===== src/status_pkg.sv =====
// constants and types shared by the status reporting block
// How it works
// - summary bit needs event and enable both
// - enabled summary bit raises service request
// - status byte bits 0-2 read zero
// - bit 3 summarizes enabled questionable events
// - bit 4 follows output buffer occupancy
// - bit 5 summarizes enabled standard events
// - bit 7 summarizes enabled operation events
// - headers any case, long/short, optional parts
// - trailing question mark selects query form
// - stray parameter dropped, warning bit 14
// - command error answers NAK, sets error bit 5
// - operation condition query returns decimal
// - operation enable write 0-32767, query decimal
// - operation event query returns decimal
// - questionable condition query returns decimal
// - questionable enable write 0-32767, query decimal
// - questionable event query returns decimal
// - resistance fault query returns hexadecimal byte
// - resistance fault bits set on fault
// - preset clears both enable registers
// - operation bits; power-on cleared by read/clear
package status_pkg;
  localparam int STB_QUES_BIT = 3;
  localparam int STB_MAV_BIT = 4;
  localparam int STB_ESB_BIT = 5;
  localparam int STB_RQS_BIT = 6;
  localparam int STB_OPER_BIT = 7;
  localparam int OPER_CAL_BIT = 0;
  localparam int OPER_RANGE_BIT = 2;
  localparam int OPER_MEAS_BIT = 4;
  localparam int OPER_EOC_BIT = 8;
  localparam int OPER_PON_BIT = 9;
  localparam int QUES_WARN_BIT = 14;
  localparam int ESR_CMD_ERR_BIT = 5;
  localparam logic [15:0] ENABLE_MAX = 16'h7FFF;
  localparam logic [15:0] REG16_RESET = 16'h0000;
  localparam logic [7:0] CHAR_ACK = 8'h06;
  localparam logic [7:0] CHAR_NAK = 8'h15;
  localparam logic [7:0] CHAR_NL = 8'h0A;
  localparam logic [7:0] CHAR_QM = 8'h3F;
  localparam logic [7:0] CHAR_COLON = 8'h3A;
  localparam logic [7:0] CHAR_SPACE = 8'h20;
  localparam logic [7:0] CHAR_SEMI = 8'h3B;
  localparam int MAX_RESP = 6;

  // decoded status commands
  typedef enum logic [3:0] {
    CMD_NONE = 4'h0,
    CMD_OPER_COND = 4'h1,
    CMD_OPER_ENAB = 4'h2,
    CMD_OPER_EVEN = 4'h3,
    CMD_QUES_COND = 4'h4,
    CMD_QUES_ENAB = 4'h5,
    CMD_QUES_EVEN = 4'h6,
    CMD_QUES_FRES = 4'h7,
    CMD_PRESET = 4'h8,
    CMD_BAD = 4'hF
  } cmd_t;

  typedef enum logic [1:0] {
    ST_HEADER = 2'b00,
    ST_PARAM = 2'b01,
    ST_SKIP = 2'b10,
    ST_SEND = 2'b11
  } parse_state_t;

  // one decoded header from the header matcher
  typedef struct packed {
    cmd_t cmd;
    logic query;
  } decoded_t;

  typedef struct packed {
    parse_state_t st;
    logic [7:0] node;
    logic [7:0] word;
    logic [2:0] wlen;
    logic query;
    logic has_param;
    logic [16:0] param;
    logic param_bad;
    decoded_t dec;
    logic [15:0] oper_cond;
    logic [15:0] oper_enab;
    logic [15:0] oper_even;
    logic [15:0] ques_cond;
    logic [15:0] ques_enab;
    logic [15:0] ques_even;
    logic [7:0] fres;
    logic [7:0] esr;
    logic pon_pending;
    logic [7:0][7:0] resp;
    logic [2:0] resp_len;
    logic [2:0] resp_idx;
    logic tx_valid;
    logic [7:0] tx_data;
    logic [7:0] stb;
    logic srq;
  } state_t;
endpackage


===== src/header_match.sv =====
// matches one header word against status subsystem mnemonics
`timescale 1ns/10ps
module header_match
  import status_pkg::*;
(
  // path so far and the current word
  input wire logic [7:0] node_i,
  input wire logic [7:0] word_i,
  input wire logic [2:0] wlen_i,
  // match result
  output logic [7:0] node_o,
  output logic bad_o
);
  // words are reduced to their first letters; long forms share them, case folded by caller
  // an E word whose second letter is N arrives as n, so enable and event stay apart
  // node codes: 01 status, 02 status:oper, 03 status:ques, 1x condition, 20/21 enable, 24/25 event, 3x leaves
  always_comb begin
    node_o = 8'h00;
    bad_o = 1'b0;
    case (node_i)
      8'h00: begin
        if (word_i == "S") node_o = 8'h01;
        else bad_o = 1'b1;
      end
      8'h01: begin
        if (word_i == "O") node_o = 8'h02;
        else if (word_i == "Q") node_o = 8'h03;
        else if (word_i == "P") node_o = 8'h30;
        else bad_o = 1'b1;
      end
      8'h02, 8'h03: begin
        if (word_i == "C") node_o = node_i + 8'h0E;
        else if (word_i == "n") node_o = node_i + 8'h1E;
        else if (word_i == "E" && wlen_i != 3'd0) node_o = node_i + 8'h22;
        else if (word_i == "F" && node_i == 8'h03) node_o = 8'h31;
        else bad_o = 1'b1;
      end
      default: bad_o = 1'b1;
    endcase
  end
endmodule


===== src/status_reporting.sv =====
// status byte, status registers and status command interpreter
`timescale 1ns/10ps
module status_reporting
  import status_pkg::*;
(
  // clock and reset
  input wire logic clk_i,
  input wire logic sys_rst_i,
  // command characters from the bus
  input wire logic rx_valid_i,
  input wire logic [7:0] rx_data_i,
  // response characters to the bus
  output logic tx_valid_o,
  output logic [7:0] tx_data_o,
  input wire logic tx_ready_i,
  // condition inputs from the instrument
  input wire logic [15:0] oper_cond_i,
  input wire logic [15:0] ques_cond_i,
  input wire logic [7:0] fres_fault_i,
  input wire logic [7:0] esr_event_i,
  input wire logic [7:0] esr_enable_i,
  input wire logic [7:0] srq_enable_i,
  input wire logic power_on_flag_i,
  input wire logic clear_status_i,
  input wire logic out_buf_busy_i,
  // status outputs
  output logic [7:0] summary_status_byte_o,
  output logic service_request_o,
  output logic [7:0] std_event_o
);
  state_t s, next_s;
  logic [7:0] up_char;
  logic [7:0] match_node;
  logic match_bad;
  logic is_letter;
  logic is_digit;
  logic is_hex_q;
  logic [15:0] value;
  logic [16:0] digit_acc;
  logic [7:0][7:0] text;
  logic [2:0] text_len;
  logic [15:0] rem;
  logic [15:0] oper_rise;
  logic [15:0] ques_rise;
  logic [3:0] nib;

  // header case folding
  // upper and lower case accepted
  assign up_char = (rx_data_i >= "a" && rx_data_i <= "z") ? rx_data_i - 8'h20 : rx_data_i;
  assign is_letter = (up_char >= "A" && up_char <= "Z");
  assign is_digit = (rx_data_i >= "0" && rx_data_i <= "9");
  assign digit_acc = 17'(s.param * 17'd10) + 17'(rx_data_i - "0");
  assign is_hex_q = (s.dec.cmd == CMD_QUES_FRES);

  header_match u_match (
    .node_i(s.node),
    .word_i(s.word),
    .wlen_i(s.wlen),
    .node_o(match_node),
    .bad_o(match_bad)
  );

  assign oper_rise = oper_cond_i & ~s.oper_cond;
  assign ques_rise = ques_cond_i & ~s.ques_cond;

  always_comb begin
    value = 16'h0000;
    rem = 16'h0000;
    text = '0;
    text_len = 3'd0;
    nib = 4'h0;
    case (s.dec.cmd)
      CMD_OPER_COND: value = s.oper_cond;
      CMD_OPER_ENAB: value = s.oper_enab;
      CMD_OPER_EVEN: value = s.oper_even;
      CMD_QUES_COND: value = s.ques_cond;
      CMD_QUES_ENAB: value = s.ques_enab;
      CMD_QUES_EVEN: value = s.ques_even;
      CMD_QUES_FRES: value = {8'h00, s.fres};
      default: value = 16'h0000;
    endcase
    // hex formatting of the fault byte
    if (is_hex_q) begin
      for (int i = 0; i < 2; i++) begin
        nib = value[4*i +: 4];
        text[i] = (nib < 4'hA) ? 8'("0") + 8'(nib) : 8'("A") + 8'(nib - 4'hA);
      end
      text_len = 3'd2;
    end else begin
      // decimal digits, least significant first
      rem = value;
      for (int i = 0; i < 5; i++) begin
        text[i] = 8'("0") + 8'(rem % 16'd10);
        if (rem != 16'h0000 || i == 0) text_len = 3'(i + 1);
        rem = rem / 16'd10;
      end
    end
  end

  always_comb begin
    next_s = s;
    next_s.tx_valid = 1'b0;
    // fault bits set when a fault occurs
    next_s.fres = s.fres | fres_fault_i;
    next_s.oper_cond = oper_cond_i;
    next_s.ques_cond = ques_cond_i;
    next_s.oper_even = s.oper_even | oper_rise;
    next_s.ques_even = s.ques_even | ques_rise;
    next_s.esr = s.esr | esr_event_i;
    if (clear_status_i) begin
      next_s.oper_even = oper_rise;
      next_s.ques_even = ques_rise;
      next_s.esr = esr_event_i;
      next_s.fres = fres_fault_i;
    end
    case (s.st)
      ST_HEADER: if (rx_valid_i) begin
        if (is_letter) begin
          // short form kept, long-form tail ignored
          if (s.wlen == 3'd0) next_s.word = up_char;
          // second letter N tells enable apart from event
          if (s.wlen == 3'd1 && s.word == "E" && up_char == "N") next_s.word = "n";
          if (s.wlen != 3'd7) next_s.wlen = s.wlen + 3'd1;
        end else if (rx_data_i == "[" || rx_data_i == "]") begin
          next_s.wlen = s.wlen;
        end else if (rx_data_i == CHAR_COLON || rx_data_i == CHAR_QM || rx_data_i == CHAR_SPACE ||
                     rx_data_i == CHAR_NL || rx_data_i == CHAR_SEMI) begin
          if (s.wlen != 3'd0) begin
            next_s.node = match_bad ? 8'hFF : match_node;
            next_s.wlen = 3'd0;
          end
          // question mark marks the query form
          if (rx_data_i == CHAR_QM) next_s.query = 1'b1;
          if (rx_data_i == CHAR_SPACE) next_s.st = ST_PARAM;
          if (rx_data_i == CHAR_NL || rx_data_i == CHAR_SEMI) next_s.st = ST_SEND;
        end else begin
          next_s.node = 8'hFF;
        end
      end
      ST_PARAM: if (rx_valid_i) begin
        if (is_digit) begin
          next_s.has_param = 1'b1;
          next_s.param = digit_acc;
          if (digit_acc > 17'(ENABLE_MAX)) next_s.param_bad = 1'b1;
        end else if (rx_data_i == CHAR_NL || rx_data_i == CHAR_SEMI) begin
          next_s.st = ST_SEND;
        end else if (rx_data_i != CHAR_SPACE) begin
          next_s.has_param = 1'b1;
          next_s.param_bad = 1'b1;
        end
      end
      ST_SEND: begin
        // final decode of the collected header
        next_s.dec.query = s.query;
        case (s.node)
          8'h10: next_s.dec.cmd = CMD_OPER_COND;
          8'h11: next_s.dec.cmd = CMD_QUES_COND;
          8'h20: next_s.dec.cmd = CMD_OPER_ENAB;
          8'h21: next_s.dec.cmd = CMD_QUES_ENAB;
          8'h24, 8'h02: next_s.dec.cmd = CMD_OPER_EVEN;
          8'h25, 8'h03: next_s.dec.cmd = CMD_QUES_EVEN;
          8'h31: next_s.dec.cmd = CMD_QUES_FRES;
          8'h30: next_s.dec.cmd = CMD_PRESET;
          default: next_s.dec.cmd = CMD_BAD;
        endcase
        next_s.st = ST_SKIP;
      end
      ST_SKIP: begin
        // execute decoded command and build the answer
        next_s.resp_idx = 3'd0;
        next_s.resp_len = 3'd1;
        next_s.resp[0] = CHAR_ACK;
        if (s.dec.cmd == CMD_BAD ||
            ((s.dec.cmd == CMD_OPER_ENAB || s.dec.cmd == CMD_QUES_ENAB) && !s.dec.query &&
             (s.param_bad || !s.has_param)) ||
            ((s.dec.cmd == CMD_PRESET) && s.dec.query)) begin
          next_s.resp[0] = CHAR_NAK;
          next_s.esr[ESR_CMD_ERR_BIT] = 1'b1;
        end else if (s.dec.query) begin
          for (int i = 0; i < 5; i++) begin
            if (3'(i) < text_len) next_s.resp[3'(i) + 3'd0] = text[text_len - 3'(i) - 3'd1];
          end
          next_s.resp[text_len] = CHAR_NL;
          next_s.resp_len = text_len + 3'd1;
          if (s.dec.cmd == CMD_OPER_EVEN) next_s.oper_even = oper_rise;
          if (s.dec.cmd == CMD_QUES_EVEN) next_s.ques_even = ques_rise;
          // stray parameter on a query ignored with warning
          if (s.has_param) next_s.ques_even[QUES_WARN_BIT] = 1'b1;
        end else begin
          case (s.dec.cmd)
            // enable written from the decimal parameter
            CMD_OPER_ENAB: next_s.oper_enab = s.param[15:0];
            // enable written from the decimal parameter
            CMD_QUES_ENAB: next_s.ques_enab = s.param[15:0];
            CMD_PRESET: begin
              next_s.oper_enab = REG16_RESET;
              next_s.ques_enab = REG16_RESET;
              if (s.has_param) next_s.ques_even[QUES_WARN_BIT] = 1'b1;
            end
            default: begin
              // query-only header sent as a setting
              next_s.resp[0] = CHAR_NAK;
              next_s.esr[ESR_CMD_ERR_BIT] = 1'b1;
            end
          endcase
        end
        next_s.node = 8'h00;
        next_s.word = 8'h00;
        next_s.wlen = 3'd0;
        next_s.query = 1'b0;
        next_s.has_param = 1'b0;
        next_s.param = 17'h00000;
        next_s.param_bad = 1'b0;
        next_s.st = ST_HEADER;
        next_s.tx_valid = 1'b0;
      end
      default: next_s.st = ST_HEADER;
    endcase
    // power-on flag latched until read or cleared; a new flag beats the clear
    if (power_on_flag_i) next_s.oper_even[OPER_PON_BIT] = 1'b1;
    // response streaming runs beside header parsing
    if (s.resp_idx < s.resp_len && s.st != ST_SKIP) begin
      if (!s.tx_valid || tx_ready_i) begin
        next_s.tx_valid = 1'b1;
        next_s.tx_data = s.resp[s.resp_idx];
        next_s.resp_idx = s.resp_idx + 3'd1;
      end else begin
        next_s.tx_valid = 1'b1;
      end
    end else if (s.tx_valid && !tx_ready_i) begin
      next_s.tx_valid = 1'b1;
    end
    next_s.stb = 8'h00;
    next_s.stb[STB_QUES_BIT] = |(next_s.ques_even & next_s.ques_enab);
    next_s.stb[STB_MAV_BIT] = out_buf_busy_i || (next_s.resp_idx < next_s.resp_len) || next_s.tx_valid;
    next_s.stb[STB_ESB_BIT] = |(next_s.esr & esr_enable_i);
    next_s.stb[STB_OPER_BIT] = |(next_s.oper_even & next_s.oper_enab);
    next_s.srq = |(next_s.stb & srq_enable_i & ~(8'h01 << STB_RQS_BIT));
    next_s.stb[STB_RQS_BIT] = next_s.srq;
  end

  always_ff @(posedge clk_i) begin
    if (sys_rst_i) begin
      s <= '0;
    end else begin
      s <= next_s;
    end
  end

  assign tx_valid_o = s.tx_valid;
  assign tx_data_o = s.tx_data;
  assign summary_status_byte_o = s.stb;
  assign service_request_o = s.srq;
  assign std_event_o = s.esr;

  property p_low_zero;
    @(posedge clk_i) disable iff (sys_rst_i) s.stb[2:0] == 3'b000;
  endproperty
  a_low_zero: assert property (p_low_zero) else $error("stb low bits set");
  property p_ques_sum;
    @(posedge clk_i) disable iff (sys_rst_i) s.stb[STB_QUES_BIT] == |(s.ques_even & s.ques_enab);
  endproperty
  a_ques_sum: assert property (p_ques_sum) else $error("ques summary wrong");
  property p_oper_sum;
    @(posedge clk_i) disable iff (sys_rst_i) s.stb[STB_OPER_BIT] == |(s.oper_even & s.oper_enab);
  endproperty
  a_oper_sum: assert property (p_oper_sum) else $error("oper summary wrong");
  property p_srq;
    @(posedge clk_i) disable iff (sys_rst_i) service_request_o |-> |(s.stb & ~8'h40) ;
  endproperty
  a_srq: assert property (p_srq) else $error("srq without summary");
  property p_preset;
    @(posedge clk_i) disable iff (sys_rst_i)
      (s.st == ST_SKIP && s.dec.cmd == CMD_PRESET && !s.dec.query) |=> s.oper_enab == 16'h0000 && s.ques_enab == 16'h0000;
  endproperty
  a_preset: assert property (p_preset) else $error("preset failed");
  property p_nak;
    @(posedge clk_i) disable iff (sys_rst_i)
      (s.st == ST_SKIP && s.dec.cmd == CMD_BAD) |=> s.resp[0] == CHAR_NAK && s.esr[ESR_CMD_ERR_BIT];
  endproperty
  a_nak: assert property (p_nak) else $error("no nak on error");
  property p_fres;
    @(posedge clk_i) disable iff (sys_rst_i) (fres_fault_i != 8'h00 && !clear_status_i) |=> (s.fres & $past(fres_fault_i)) == $past(fres_fault_i);
  endproperty
  a_fres: assert property (p_fres) else $error("fault bit not set");
  property p_rise;
    @(posedge clk_i) disable iff (sys_rst_i)
      (oper_rise != 16'h0000) |=> (s.oper_even & $past(oper_rise)) == $past(oper_rise);
  endproperty
  a_rise: assert property (p_rise) else $error("event not latched");
endmodule


===== config.mk =====
export PLATFORM = sky130hd
export DESIGN_NAME = status_reporting
export DESIGN_NICKNAME = d
export VERILOG_FILES = /design/src/status_pkg.sv /design/src/header_match.sv /design/src/status_reporting.sv
export SDC_FILE = /design/constraint.sdc
export NUM_CORES = 1
export LEC_CHECK = 0
export BUFFER_PORTS_ARGS = -buffer_cell sky130_fd_sc_hd__buf_2
export CORE_MARGIN = 4
export CORE_UTILIZATION = 64
export CTS_CLUSTER_DIAMETER = 80
export CTS_CLUSTER_SIZE = 25
export DETAILED_ROUTE_END_ITERATION = 12
export PLACE_DENSITY = 0.89
export SETUP_SLACK_MARGIN = 0.02
export SYNTH_ARGS = -nofsm -noshare
export SYNTH_HDL_FRONTEND = slang
export SYNTH_SLANG_ARGS = --single-unit

===== constraint.sdc =====
create_clock -name clk_i -period 19.5 [get_ports clk_i]
set_input_delay 0.975 -clock clk_i [delete_from_list [all_inputs] [get_ports clk_i]]
set_output_delay 0.975 -clock clk_i [all_outputs]
set_load 0.05 [all_outputs]

* After elaboration in Yosys (flattened, before gate mapping)
Index checks and enable logic that the tools add are counted.
Cells by class: add/sub/neg operators 28, multipliers 1, divide/modulo/power cells 9, magnitude comparators 24, eq/ne operators 63, muxes and demuxes 131, bitwise operators 16, reductions and logical operators 58
Operators with widths (count):
- $mux W8 | 43
- $mux W32 | 5
- $bmux W8 S3 | 6
- $mux W16 | 7
- $pmux W16 S7 | 1
- $eq A8 B7 Y1 const B | 11
- $eq A8 B6 Y1 const B | 10
- $mod A16 B4 Y16 const B | 5
- $and A16 B16 Y16 | 4
- $div A16 B4 Y16 const B | 4
- $pmux W16 S2 | 2
- $reduce_bool A16 Y1 | 4
- $and A48 B48 Y48 | 1
- $not A48 Y48 | 1
- $or A16 B16 Y16 | 3
- $add A6 B8 Y8 const A | 5
- $pmux W20 S2 | 1
- $pmux W19 S2 | 1
- $mux W3 | 12
- $ne A3 B3 Y1 const B | 11
- $not A16 Y16 | 2
- $pmux W4 S8 | 1
- $reduce_or A16 Y1 | 2
- $mux W1 | 29
- other kinds (75) | 159
Storage, ports and cells: bits in registers 246, bits of input ports 79

* Logic depth before layout (Yosys ltp)
word-level depth 20, mapped depth 87

* Modules after synthesis
From an unflattened synthesis, not the netlist that was laid out.
Second synthesis, totals: cell total of the unflattened synthesis 3051, area total of the unflattened synthesis 22791.9 um2
By module, submodules not included:
- status_reporting | times used 1, cells an instance 2980, area each 22326.4 um2, sequential area each 4824.6 um2
- header_match | times used 1, cells an instance 71, area each 465.4 um2, sequential area each 0.0 um2

* Worst setup path after synthesis
Ideal clock, no wire load.
path type register to register, from register s[204] in the netlist's numbering, to register s, in the netlist summary_status_byte_o[6], library setup time 0.070 ns, arrival 17.779 ns, required time 19.430 ns, path slack 1.651 ns, stages on the path, launching flop included 81, buffers on the path 17, period minus slack after synthesis 17.849 ns, cell sequence dfxtp_1 buf_2 buf_2 buf_1 buf_1 mux2i_1 nor2_1 a21oi_1 o21ai_1 inv_1 ha_1 or2b_1 or4b_4 o21a_2 or4b_4 a211oi_4 a21oi_2 o311a_1 [... 45 more ...] nor3_4 nor2_1 a211oi_2 o2111ai_4 nand2_2 inv_2 buf_4 ha_1 clkbuf_1 buf_2 buf_2 a22oi_1 ha_1 a21o_1 a21oi_1 nor3_1 nand2b_1 a21oi_1
On the way: longest elaborated chain between the ends 18, elaborated cells on any way between the ends 66
RTL lines:
- from (decl) | line status_reporting.sv:31 | state_t s, next_s;
- from (signal assigned) | line status_reporting.sv:246 | s <= next_s;
- $eq A4 B3 Y1, or another cell as far along | line status_reporting.sv:53, status_reporting.sv:72
- $pmux W16 S7 | line status_reporting.sv:72 | case (s.dec.cmd)
- $div A16 B4 Y16 | line status_reporting.sv:95 | rem = rem / 16'd10;
- $div A16 B4 Y16 / $reduce_bool A16 Y1 (equally long branches) | line status_reporting.sv:95, status_reporting.sv:94
- $div A16 B4 Y16, or another cell as far along (2 in a row) | line status_reporting.sv:95
- $reduce_bool A16 Y1 / $mux W3 (equally long branches) | line status_reporting.sv:94 | if (rem != 16'h0000 || i == 0) text_len = 3'(i + 1);
- $mux W3 | line status_reporting.sv:94
- $mux W3 | line status_reporting.sv:83 | if (is_hex_q) begin
- $add A3 B1 Y3 | line status_reporting.sv:184 | next_s.resp_len = text_len + 3'd1;
- $mux W3 | line status_reporting.sv:179 | end else if (s.dec.query) begin
- $mux W3 | line status_reporting.sv:173 | if (s.dec.cmd == CMD_BAD ||
- $mux W7 | line status_reporting.sv:116 | case (s.st)
- $lt A3 B3 Y1 | line status_reporting.sv:235 | next_s.stb[STB_MAV_BIT] = out_buf_busy_i || (next_s.resp_idx < next_s.resp_len) || next_s.tx_valid;
- $logic_or A1 B1 Y1 (2 in a row) | line status_reporting.sv:235
- $and A8 B8 Y8 * | line status_reporting.sv:238 | next_s.srq = |(next_s.stb & srq_enable_i & ~(8'h01 << STB_RQS_BIT));
- $reduce_or A7 Y1 * | line status_reporting.sv:238
Mark *: on every way between the ends. The rest lies on a longest branch, timed or not. A chain may end at the register's enable or synchronous reset.

* Worst setup path in the final report
from register s[203] in the netlist's numbering, to register s[57] in the netlist's numbering
On the way: longest elaborated chain between the ends 18, elaborated cells on any way between the ends 68
RTL lines:
- parallel branches: the longest is 18 deep, another holds $div A16 B4 Y16
Several ways; the timed one is not identified. The select of a mux whose other input is x is not followed.

==> impl_summary.md <==
Die
The starting density of the core is 0.648. The floorplan step defined a core boundary enclosing 34500 um2. The floorplan has 68 rows. Pin placement for this block handled 105 I/O pins. The die extent in y is 195 um. The die covers 38100 um2. The horizontal die dimension is 195 um.

STA
At the pin with the least slew margin, the transition time is 1.11 ns. Once routing completed, OpenROAD measured the worst setup slack at 0.865 ns. The number of slew-limit violations in the final report is 0. For the final database, setup skew stands at 0.0197 ns. Headroom to the max-slew limit came out at 0.256. The post-route fraction of the period consumed by the critical path is 0.956. The post-route minimum period is 18.64 ns. The upper clock frequency limit is 0.0537 GHz.

The count of endpoints failing hold in the final timing report is 0. Hold timing on the final database bottoms out at a slack of 0.449 ns. Setup violations remaining at the end of the flow were counted as 0.

Placement
The final weighted congestion in routability-driven placement is 0.993. The HPWL reported at the end of detailed placement is 53000 um. The total instance count after detailed placement is 3360. The worst setup timing slack at the placement stage is 0.461 ns.

The number of I/O port buffers is 97.

Clock tree
The number of buffers inserted for hold repair after clock tree synthesis is 0. The number of buffers created by CTS is 14. The maximum number of buffers from clock root to sink is 3. TritonCTS built the clock tree. The CTS sink count is 241.

For the worst-skew pair, the clock arrives at the later sink with an insertion delay of 0.49 ns. CTS built an H-tree with a depth of 1. The clock-pin slew on the worst setup and hold paths is 0.09 ns. The root buffer selected by CTS is clkbuf_16.

Logic synthesis
After synthesis the netlist holds a flip-flop and latch count of 241. nor2_1 is the most common cell in the netlist. By area the synthesized netlist is led by dfxtp_1, ha_1, nor2_1. For this run, asynchronously set or reset flops after synthesis account for 0. After synthesis, the netlist uses 142 different library cells. The commonest cells after synthesis are nor2_1, dfxtp_1, a21oi_1, nand2_1, o21ai_0. The most used flip-flop cell after synthesis is dfxtp_1. The area of the mapped netlist is 22400 um2.

The share of the Yosys chip area taken by registers is 0.215. The total of warnings raised by yosys is 0. The count of flip-flops with a built-in enable after synthesis is 0. Dividing the synthesized area by the synthesized cell count gives 7.70 um2. Synthesis produced a netlist whose cell count is 2908. Of the post-synthesis cell area, the dominant cell type holds 0.215. dfxtp_1 takes more of the synthesized area than any other cell.

Pwr
In this run the static leakage power is 9.41 nW. Power spread over the standard cell area amounts to 42.5 nW/um2. The completed layout was analyzed and its total power is 1.01 mW. The worst-case vdd ir drop is 0.0000891 V.

Route
Dividing the detail-routed via count by the number of cells gives 6.87. Before antenna repair, the detailed router went through 8 iterations. The number of nets with antenna violations after routing is 0. After detailed routing, the number of remaining DRC violations is 0.

The violation count after the first detailed-route iteration is 2697. The average detailed-routed wire length per instance is 20.8 um. After detailed routing, the total wire length is 70700 um. The routed layout has 23300 vias.

Worst setup path
The highest fanout seen on the critical path is 17. The number of cells on the worst reg-to-reg path is 71. STA classifies the critical path endpoint as a flop. The worst register-to-register path has a setup slack of 0.86 ns. Data arrives at the worst endpoint at 19.00 ns. By startpoint and endpoint, the worst setup path is classified as flop to flop. The worst register-to-register path begins at s[203]$_SDFFE_PP0P_.

The endpoint of the worst register-to-register path is s[57]$_SDFFE_PP0P_. The sort of element at the start of the critical path is a flop. The cell with the most instances on the worst path is buf_4. In this design, the stage delay of the slowest critical-path cell is 0.59 ns. The required time reported for the critical path endpoint is 19.86 ns. The slowest stage of the critical path is the or4b_4 cell.

Final layout
The number of diodes is 0. The non-filler instance count after layout is 3393. The number of nets in the layout is 3118. The area growth from synthesis to final layout is 6.16%. The layout has 2839 filler cells.

Of the cells placed in the final design, the portion with a size suffix greater than 1 is 0.134. Once layout is complete, the utilization of the core stands at 0.688.

Global route
In the global route stage, met3 resource usage came out at 0.0471. Across every metal layer, demand over resource in global routing totals 0.352. The met2 routing resource usage after global routing is 0.575. The most utilized layer in the global route result is met2. Entering global routing, the biggest net connects 110 pins.

For this run the aggregate overflow at the end of global routing stands at 0. The global-route wire length before repair is 115000 um. The via count of the first global-routing pass was 22500. The initial antenna violation count is 4. The met1 routing resource usage after global routing is 0.467.

Flow run
The max capacitance violation total is 0.

Min path
The path class of the tightest hold or removal check is flop to flop. The cell count of the worst hold path is 2. The worst hold path begins at s[236]$_SDFFE_PP0P_. The path with the worst hold slack has its endpoint at s[236]$_SDFFE_PP0P_.

Status
The run finished with clean final reports.
cell type report:
cell class | instances | area (um2) | share of cell area
flip-flops and latches | 241 | 4830 | 0.203
inverters | 110 | 417 | 0.0175
repair buffers | 198 | 1250 | 0.0526
clock inverters | 2 | 36.3 | 0.00153
multi-input cells | 2371 | 16300 | 0.685
well taps | 455 | 569 | 0.0239
clock buffers | 16 | 389 | 0.0164
logic make-up (layout without fill, tap and decap cells):
group,count (synthesis),count (layout),synth area share
and+or+nand+nor,1070,1070,0.241
xor gates and xnor gates,139,139,0.0570
muxes,122,122,0.0665
buffers and inverters,298,326,0.0644
AOI/OAI and AO/OA,928,928,0.294
DFF,241,241,0.215
other,2,4,0.000335
adders and majority gates,108,108,0.0605
metal layers:
| layer | wire (um) | part of all wire |
|---|---|---|
| met1 | 28800 | 0.41 |
| met2 | 32100 | 0.45 |
| met3 | 6300 | 0.089 |
| met4 | 3480 | 0.049 |
| met5 | 45 | 0.00064 |
worst max path at each step:
stage	startpoint	to	slack [ns]	cells after the start
floorplan	s[204]$_SDFFE_PP0P_	summary_status_byte_o[6]$_SDFF_PP0_	1.65	80
global placement	s[204]$_SDFFE_PP0P_	summary_status_byte_o[6]$_SDFF_PP0_	1.01	67
detailed placement	s[204]$_SDFFE_PP0P_	summary_status_byte_o[6]$_SDFF_PP0_	0.46	68
CTS	s[204]$_SDFFE_PP0P_	s[25]$_SDFFE_PP0P_	0.39	67
global route	s[204]$_SDFFE_PP0P_	s[57]$_SDFFE_PP0P_	-0.02	72
finish	s[203]$_SDFFE_PP0P_	s[57]$_SDFFE_PP0P_	0.86	71
critical path, delay by kind of cell (launching register included):
kind,cells,cell delay (ns)
buffers and inverters,14,2.46
flip-flops,1,0.56
AO/OA/AOI/OAI,29,7.18
multiplexers,2,0.74
XOR/XNOR,1,0.19
adder cells (fa/ha/maj),4,1.18
AND/OR/NAND/NOR,21,6.18
sequential cells by signal, indices dropped and copies added (netlist names):
| signal | count |
|---|---|
| s | 219 |
| tx_valid_o | 1 |
| tx_data_o | 8 |
| std_event_o | 8 |
| summary_status_byte_o | 5 |
placed cells by master (no fill, tap or decap), drive strengths merged, types with 41 or more instances in the layout:
master	instances
inv	106
nor2b	94
xor2	41
nor3	87
ha	101
a31oi	61
dfxtp	241
nand2	223
buf	198
xnor2	97
o21ai	161
a22oi	55
a21oi	231
mux2i	79
nor2	316
nand3	91
a211oi	42
metrics by stage:
step	TNS (ns)	instance area [um2]
after CTS	0	23500
after global routing	-0.105	23800
final	0	23800
after global placement	0	23100
after floorplan	0	22400
after detailed placement	0	23100
power breakdown:
group	internal, mW	total [mW]	switching, mW
clock	0.147	0.318	0.170
sequential	0.505	0.514	0.00983
combinational	0.0602	0.179	0.119
what timing repair did:
| item | in CTS | in global routing |
|---|---|---|
| gates resized for setup | 0 | 33 |
| setup buffers | 0 | 15 |
| setup endpoints to repair | 0 | 41 |
(Power assumes the default switching activity.)
